### config.mk
export PLATFORM = sky130hd
export DESIGN_NAME = cantrx_ctrl
export DESIGN_NICKNAME = d
export VERILOG_FILES = /design/src/verilog/cantrx_pkg.sv /design/src/verilog/cantrx_wake_if.sv /design/src/verilog/cantrx_ctrl.sv /design/src/verilog/cantrx_wake_det.sv
export SDC_FILE = /design/constraint.sdc
export NUM_CORES = 1
export LEC_CHECK = 0
export ABC_AREA = 0
export BUFFER_PORTS_ARGS = -buffer_cell sky130_fd_sc_hd__buf_4
export CAP_MARGIN = 20
export CORE_AREA = 2 2 98 71
export DETAILED_ROUTE_END_ITERATION = 6
export DIE_AREA = 0 0 100 73
export GPL_ROUTABILITY_DRIVEN = 0
export GPL_TIMING_DRIVEN = 0
export PLACE_DENSITY_LB_ADDON = 0.08
export REMOVE_ABC_BUFFERS = 1
export SYNTH_ARGS = -nofsm -noshare
export SYNTH_HDL_FRONTEND = slang
export SYNTH_SLANG_ARGS = --single-unit
export TNS_END_PERCENT = 30
### constraint.sdc
create_clock -name ref_clk -period 2.15 [get_ports ref_clk]
set_input_delay 0.43 -clock ref_clk [delete_from_list [all_inputs] [get_ports ref_clk]]
set_output_delay 0.43 -clock ref_clk [all_outputs]
set_load 0.01 [all_outputs]
### src/verilog/cantrx_pkg.sv
package cantrx_pkg;

	// Transceiver modes, coded as the serial control field
	localparam logic [1:0] MODE_OFF    = 2'h0;
	localparam logic [1:0] MODE_WAKE   = 2'h1;
	localparam logic [1:0] MODE_RXONLY = 2'h2;
	localparam logic [1:0] MODE_NORMAL = 2'h3;

	// System chip operating modes
	localparam logic [2:0] SYS_NORMAL   = 3'h0;
	localparam logic [2:0] SYS_STOP     = 3'h1;
	localparam logic [2:0] SYS_SLEEP    = 3'h2;
	localparam logic [2:0] SYS_RESTART  = 3'h3;
	localparam logic [2:0] SYS_FAILSAFE = 3'h4;

	// Clock rate
	localparam int CLK_HZ = 100_000_000;

	// Enabling time before the first dominant bit, in ns
	localparam int T_EN_NS = 200;
	localparam int EN_CYC  = (T_EN_NS * (CLK_HZ / 1_000_000) + 999) / 1000;

	// Wake pattern phase limits, in ns (minimum rounds up, maximum down)
	localparam int T_WAKE1_NS = 500;
	localparam int T_WAKE2_NS = 1800;
	localparam int WAKE1_CYC  =
		(T_WAKE1_NS * (CLK_HZ / 1_000_000) + 999) / 1000;
	localparam int WAKE2_CYC  =
		(T_WAKE2_NS * (CLK_HZ / 1_000_000)) / 1000;

	// Transmit dominant timeout, in us
	localparam int T_TXTO_US = 2700;
	localparam int TXTO_CYC  = T_TXTO_US * (CLK_HZ / 1_000_000);

	// Counter widths
	localparam int CNT_W = 20;

	// Reset values
	localparam logic [1:0] MODE_RST = MODE_OFF;

endpackage : cantrx_pkg

### src/verilog/cantrx_wake_if.sv
`timescale 1ns/1ps
interface cantrx_wake_if;
	logic arm;
	logic bus_dom;
	logic hit;

	modport ctrl (output arm, output bus_dom, input hit);
	modport det (input arm, input bus_dom, output hit);
endinterface : cantrx_wake_if

### src/verilog/cantrx_ctrl.sv
`timescale 1ns/1ps
module cantrx_ctrl
	import cantrx_pkg::*;
#(
	parameter int EN_CYCLES = EN_CYC,
	parameter int TXTO_CYCLES = TXTO_CYC
) (
	// Clock and reset
	input  wire logic       ref_clk,
	input  wire logic       rst_n,
	// Serial control decode
	input  wire logic       mode_wr,
	input  wire logic [1:0] mode_wdata,
	input  wire logic [2:0] sys_mode,
	input  wire logic       fail_clr,
	// Host controller pins
	input  wire logic       tx_data_in,
	output logic            rx_data_out,
	// Bus side (analog front end)
	input  wire logic       bus_dominant,
	output logic            bus_line_pair_drive,
	output logic            bus_rx_enable,
	// Status
	output logic [1:0]      mode,
	output logic            en_done,
	output logic            can_fail,
	output logic            wake_event,
	output logic            woken
);

	cantrx_wake_if    wk ();
	logic [2:0]       tx_sync;
	logic [2:0]       bus_sync;
	logic             tx_s;
	logic             bus_s;
	logic [CNT_W-1:0] en_cnt;
	logic [CNT_W-1:0] to_cnt;
	logic             armed;
	logic             timed_out;
	logic             next_drive;
	logic             rx_bus_view;

	// Three-stage synchronisers; a change counts once stages two and three agree
	always_ff @(posedge ref_clk) begin
		if (!rst_n) begin
			tx_sync  <= 3'h7;
			bus_sync <= 3'h0;
			tx_s     <= 1'b1;
			bus_s    <= 1'b0;
		end else begin
			tx_sync  <= {tx_sync[1:0], tx_data_in};
			bus_sync <= {bus_sync[1:0], bus_dominant};
			if (tx_sync[1] == tx_sync[2])
				tx_s <= tx_sync[2];
			if (bus_sync[1] == bus_sync[2])
				bus_s <= bus_sync[2];
		end
	end

	// Mode register with permission check and system fallback
	always_ff @(posedge ref_clk) begin
		if (!rst_n) begin
			mode <= MODE_RST;
		end else if (mode_wr) begin
			if (mode_wdata != MODE_NORMAL || sys_mode == SYS_NORMAL)
				mode <= mode_wdata;
		end else if (mode == MODE_NORMAL && sys_mode != SYS_NORMAL) begin
			mode <= MODE_WAKE;
		end
	end

	// Enabling delay counted from the write that selects normal mode
	always_ff @(posedge ref_clk) begin
		if (!rst_n || mode != MODE_NORMAL ||
			(mode_wr && mode_wdata == MODE_NORMAL)) begin
			en_cnt  <= '0;
			en_done <= 1'b0;
		end else if (en_cnt >= CNT_W'(EN_CYCLES - 1)) begin
			en_done <= 1'b1;
		end else begin
			en_cnt <= en_cnt + 1'b1;
		end
	end

	// Arming: a low input seen during enabling must go high before sending
	always_ff @(posedge ref_clk) begin
		if (!rst_n || mode != MODE_NORMAL)
			armed <= 1'b0;
		else if (!en_done)
			armed <= 1'b0;
		else if (tx_s)
			armed <= 1'b1;
	end

	// Dominant timeout; driver released until transmit input returns high
	always_ff @(posedge ref_clk) begin
		if (!rst_n || mode != MODE_NORMAL || tx_s) begin
			to_cnt    <= '0;
			timed_out <= 1'b0;
		end else if (to_cnt >= CNT_W'(TXTO_CYCLES - 1)) begin
			timed_out <= 1'b1;
		end else begin
			to_cnt <= to_cnt + 1'b1;
		end
	end

	// Failure flag; a new timeout wins over a clear in the same cycle
	always_ff @(posedge ref_clk) begin
		if (!rst_n)
			can_fail <= 1'b0;
		else if (!tx_s && mode == MODE_NORMAL &&
			to_cnt >= CNT_W'(TXTO_CYCLES - 1))
			can_fail <= 1'b1;
		else if (fail_clr)
			can_fail <= 1'b0;
	end

	// Driver only in normal mode, enabled, armed and not timed out;
	// en_done here also blocks a rewrite of normal from sending early
	always_comb begin
		next_drive = 1'b0;
		if (mode == MODE_NORMAL && en_done && armed && !timed_out)
			next_drive = !tx_s;
	end

	always_ff @(posedge ref_clk) begin
		if (!rst_n)
			bus_line_pair_drive <= 1'b0;
		else
			bus_line_pair_drive <= next_drive;
	end

	// Wake detector runs only in wake-capable mode and before a wake
	assign wk.arm     = (mode == MODE_WAKE) && !woken;
	assign wk.bus_dom = bus_s;

	cantrx_wake_det u_wake (
		.ref_clk (ref_clk),
		.rst_n   (rst_n),
		.wk      (wk)
	);

	// Woken latch held until a different mode is written
	always_ff @(posedge ref_clk) begin
		if (!rst_n) begin
			woken      <= 1'b0;
			wake_event <= 1'b0;
		end else begin
			wake_event <= wk.hit && mode == MODE_WAKE;
			if (wk.hit && mode == MODE_WAKE)
				woken <= 1'b1;
			else if (mode_wr && mode_wdata != MODE_WAKE)
				woken <= 1'b0;
			else if (mode != MODE_WAKE)
				woken <= 1'b0;
		end
	end

	// Receiver active in normal and receive-only modes
	assign bus_rx_enable = (mode == MODE_NORMAL) || (mode == MODE_RXONLY);
	assign rx_bus_view   = bus_rx_enable ? !bus_s : 1'b1;

	// Receive pin registered; forced low after a wake
	always_ff @(posedge ref_clk) begin
		if (!rst_n)
			rx_data_out <= 1'b1;
		else if (woken && mode == MODE_WAKE)
			rx_data_out <= 1'b0;
		else
			rx_data_out <= rx_bus_view;
	end

endmodule : cantrx_ctrl

### src/verilog/cantrx_wake_det.sv
`timescale 1ns/1ps
module cantrx_wake_det
	import cantrx_pkg::*;
(
	// Clock and reset
	input  wire logic         ref_clk,
	input  wire logic         rst_n,
	// Link to controller
	cantrx_wake_if.det        wk
);

	typedef enum logic [2:0] {
		WK_IDLE, WK_DOM1, WK_REC, WK_DOM2
	} cantrx_wk_e;

	cantrx_wk_e       state;
	logic [CNT_W-1:0] cnt;
	logic             hit;
	logic             in_win;

	// Phase length inside the pattern window
	assign in_win = (cnt >= CNT_W'(WAKE1_CYC)) && (cnt < CNT_W'(WAKE2_CYC));

	// Pattern walker; any out-of-window phase restarts the hunt
	always_ff @(posedge ref_clk) begin
		if (!rst_n || !wk.arm) begin
			state <= WK_IDLE;
			cnt   <= '0;
			hit   <= 1'b0;
		end else begin
			hit <= 1'b0;
			if (cnt != {CNT_W{1'b1}})
				cnt <= cnt + 1'b1;
			case (state)
				WK_IDLE: begin
					cnt <= '0;
					if (wk.bus_dom)
						state <= WK_DOM1;
				end
				WK_DOM1: begin
					if (!wk.bus_dom) begin
						state <= in_win ? WK_REC : WK_IDLE;
						cnt   <= '0;
					end else if (cnt >= CNT_W'(WAKE2_CYC))
						state <= WK_IDLE;
				end
				WK_REC: begin
					if (wk.bus_dom) begin
						state <= in_win ? WK_DOM2 : WK_IDLE;
						cnt   <= '0;
					end else if (cnt >= CNT_W'(WAKE2_CYC))
						state <= WK_IDLE;
				end
				WK_DOM2: begin
					if (!wk.bus_dom || cnt >= CNT_W'(WAKE2_CYC)) begin
						hit   <= !wk.bus_dom && in_win;
						state <= WK_IDLE;
					end
				end
				default: state <= WK_IDLE;
			endcase
		end
	end

	assign wk.hit = hit;

endmodule : cantrx_wake_det

### Word level (Yosys, flattened, before mapping)

Cells that the tools add are included.

* order comparisons: 5
* bitwise operators: 3
* multiplexer cells: 22
* equality and inequality tests: 17
* add/sub/neg operators: 3
* reductions and logical operators: 37

Operators by type and width (number)
* $add 20x1->20 const B: 3
* $mux 20: 3
* $pmux 20 s3: 1
* $ge 20x19->1 const B: 1
* $ge 20x5->1 const B: 1
* $ge 20x6->1 const B: 1
* $ge 20x8->1 const B: 1
* $lt 20x8->1 const B: 1
* $ne 20x20->1 const B: 1
* $mux 3: 5
* $logic_and 1x1->1: 13
* $pmux 3 s4: 1
* $mux 2: 5
* $ne 2x1->1 const B: 4
* $logic_or 1x1->1: 7
* $mux 1: 7
* $eq 2x2->1 const B: 3
* $eq 3x2->1 const B: 2
* $logic_not 1->1: 6
* $logic_not 3->1: 2
* $ne 2x2->1 const B: 3
* $reduce_and 2->1: 3
* $reduce_bool 3->1: 2
* $reduce_bool 2->1: 2
* other kinds (6): 9

* bits in registers: 82
* input bits: 11
* output and inout port bits: 9

### Logic depth before layout (Yosys ltp)

* depth in word-level cells: 5
* depth in mapped cells: 7
* gate-level depth less buffers: 7

### Cells and area by module

Synthesis repeated with hierarchy kept, for this count alone.

* cells, all modules: 393
* area total of the unflattened synthesis: 3509.6 um^2

By module, submodules not included
* cantrx_ctrl: area each 2230.9 um^2, cells each 240, seq. area each 1161.1 um^2, times used 1
* cantrx_wake_det: area each 1278.7 um^2, cells each 153, seq. area each 480.5 um^2, times used 1

### Worst setup path after synthesis

No wires, ideal clock.

* path type: reg2reg
* start: register to_cnt[13]
* end: register to_cnt[17]
* setup time: 0.071 ns
* period minus slack after synthesis: 1.846 ns
* path slack: 0.304 ns
* stages on the path, launching flop included: 7
* required time: 2.079 ns
* arrival time: 1.776 ns
* path through: dfxtp_1 or4_1 o21ai_2 o211ai_2 buf_6 or3_1 a21oi_1

* word-level cells in the longest chain between the ends: 1
* elaborated cells on any way between the ends: 2
* those cells by class: add/sub (1); order compare (1)

RTL lines
* start, declared: RTL line cantrx_ctrl.sv:37 `logic [CNT_W-1:0] to_cnt;`
* start signal, assigned: RTL line cantrx_ctrl.sv:103 `to_cnt <= to_cnt + 1'b1;`
* $add 20x1->20 / $ge 20x19->1 (equally long branches): RTL line cantrx_ctrl.sv:103, cantrx_ctrl.sv:100

Parallel ways exist; a longest one is shown, timed or not.
A chain may end at the register's enable or synchronous reset.

### Worst setup path after layout

* start: register to_cnt[13]
* end: register to_cnt[7]

* word-level cells in the longest chain between the ends: 1

RTL lines
* $ge 20x19->1: RTL line cantrx_ctrl.sv:100 `end else if (to_cnt >= CNT_W'(TXTO_CYCLES - 1)) begin`

Every way passes these cells.

==> out/results.ini <==
[power_and_ir_drop]
power_density_mw_per_mm2=712
switching_share_pct=20.1
p_comb_share_pct=1.7
p_leak_nw=1.41
switching_power_w=0.000554
seqPwrFrac_pct=55.5
power_frac_clock_pct=42.8
max-vdd-ir-drop_mv=0.355
intPower_w=0.00221

[floorplan]
die-area_sq_mm=0.00730
start_util_pct=52.6
die_w_um=100
die_h_um=73
ioPinCount=20
placementRows=25
core_sq_mm=0.00651

[place]
hpwl_um=4450
io_buffers=19
post-place-ws_ns=-0.0998

[outcome]
outcome=finished, final reports clean

[critical_path]
critPathKind=flip-flop to flip-flop
cp_top_family=simple AND/OR/NAND/NOR gates
cp-endpoint=to_cnt[7]
timing.critical_path.buf_inv=0
start_kind=flip-flop
crit_path_cell_trace=or4_4 > o21ai_4 > o211ai_4 > or3_2 > a21oi_1
critPathArrivalTime_ns=2.34
r2r-start=to_cnt[13]
r2r_cells=5
cp-startpoint=to_cnt[13]
worstPathMaxFanout=15
crit_cells=5
worst_path_largest_cell_delay_ns=0.56
regToRegSetupSlack_ns=0.08
crit_slowest_cell=or4_4
required_ns=2.42
end_kind=flip-flop
r2r_end=to_cnt[7]

[global_route]
antenna_found_initial=0
grt_pass1_wl_um=11300
grt.total_usage_pct=19.5
grt_max_degree=22
grt_pass1_vias=2413
overflow=0

[logic_synthesis]
synth_edf_count=0
synthArstFlopShare_pct=0
netlist_area_sq_mm=0.00342
syn_inst=383
synth_flop_cell=dfxtp_1
yosysSeqAreaShare_pct=48.0
yosysWarnings=0
synth.ff_latch_count=82
synth_cell_type_count=49
synth.avg_cell_area_sq_um=8.93

[detailed_routing]
first_pass_iters=4
drt_iter0_markers=162
ant_nets=0
wl_um=6700
num_vias=2699
wire_per_inst_um=13.7
post-route-drc-count=0
vias_per_cell=5.51

[clock_network]
cts_made_buffers=9
clockRootBuffer=clkbuf_8
clock_latency_ns=0.34
clk_path_buf_depth=2
cts_tree=yes
cts_sinks=82
clk_pin_slew_worst_paths_ns=0.08
htreeDepth=3

[timing]
finalClockSkew_ns=0.00702
maxSlewHeadroom_pct=37.1
setup_viol=0
final_hold_viol_count=0
worst_slack_ns=0.0782
setup_tns_ns=0
fin_crit_ns=2.07
tightest_slew_ns=0.939
holdWs_ns=0.269
fmax_mhz=483
min_period_over_period_pct=96.4
slew_violations=0
rsz0062_at_grt=true

[layout]
fin_nets=419
antenna_cells=0
syn2layout_area_growth_pct=13.5
final_cell_mix=81 x dfxtp_1, 40 x nor2_1, 26 x a21oi_1
layout-drive-gt1-share_pct=13.0
final_common_cell=dfxtp_1

[worst_hold_path]
holdPathStages=2
hp-class=input port to flip-flop

[job]
max_cap_violations=0

## layer usage
metal	up-vias	routed length [um]	track usage (%)
met2	41	2590	27.5
met5	-	0	0
met4	0	86	5.94
li1	1420	-	-
met3	11	301	6.32
met1	1227	3720	28.2
## cell usage after synthesis, drive strengths merged, types with 5 or more instances
| master | number | area [sq um] |
|---|---|---|
| nor3 | 8 | 40.0 |
| inv | 10 | 37.5 |
| or4 | 5 | 37.5 |
| or3 | 14 | 92.6 |
| dfxtp | 82 | 1640 |
| clkbuf | 10 | 37.5 |
| nand3 | 17 | 85.1 |
| and2 | 18 | 113 |
| a31oi | 5 | 31.3 |
| a211oi | 5 | 37.5 |
| nand4 | 9 | 56.3 |
| nor4 | 13 | 81.3 |
| nand2 | 25 | 93.8 |
| mux2i | 5 | 50.1 |
| a21oi | 26 | 130 |
| o21ai | 19 | 98.9 |
| xnor2 | 16 | 140 |
| nor2 | 41 | 154 |
## metrics by stage
stage	total power (W)	std cells	cell area [sq um]	utilization [%]
2_1_floorplan	0.00159	369	3350	-
3_3_place_gp	0.00162	469	3590	55.2
3_5_place_dp	0.00162	469	3590	55.2
4_1_cts	0.00280	485	3820	58.8
5_1_grt	0.00287	490	3880	59.7
6_report	0.00276	490	3880	59.7
## final cells by class
class | instances | area [sq um]
inverters | 10 | 37.5
fillers | 598 | 2630
flip-flops and latches | 82 | 1640
clock inverters | 4 | 76.3
clock buffers | 12 | 135
repair buffers | 24 | 178
well taps | 81 | 101
multi-input cells | 277 | 1710
## worst min path at each step
| stage | start | end |
|---|---|---|
| CTS | tx_data_in | tx_sync[0] |
| finish | tx_data_in | tx_sync[0] |
| detailed placement | tx_sync[0] | tx_sync[1] |
| global route | tx_data_in | tx_sync[0] |
| floorplan | tx_sync[0] | tx_sync[1] |
| global placement | tx_sync[0] | tx_sync[1] |
## registers in the layout, indices dropped and copies added, names as in the netlist, 2 cells and up
signal,count
tx_sync,3
bus_sync,3
to_cnt,20
u_wake.cnt,20
u_wake.state,3
en_cnt,20
mode,2
## logic make-up after synthesis
logic type / count (synthesis) / synth area share, %
AOI/OAI and AO/OA: 77 / 14.3
xor gates and xnor gates: 18 / 4.61
adders and majority gates: 4 / 1.46
buffers and inverters: 24 / 3.15
DFF: 82 / 48.0
muxes: 5 / 1.46
other: 1 / 0.110
and+or+nand+nor: 172 / 26.9
## repair_timing
item	4_1_cts	5_1_grt
buffers inserted	0	5
endpoints found under the setup margin	10	20
hold buffers	0	0
gates resized for setup	2	5
pin swaps	0	3
## power groups by stage
| stage | registers (W) | logic (W) | clock network [W] |
|---|---|---|---|
| finish | 0.00153 | 0.0000478 | 0.00118 |
| global route | 0.00154 | 0.0000526 | 0.00128 |
| CTS | 0.00153 | 0.0000483 | 0.00122 |
| detailed placement | 0.00157 | 0.0000480 | 0 |
| global placement | 0.00157 | 0.0000469 | 0 |
| floorplan | 0.00157 | 0.0000169 | 0 |
No activity file was read; power rests on OpenSTA's default activity.
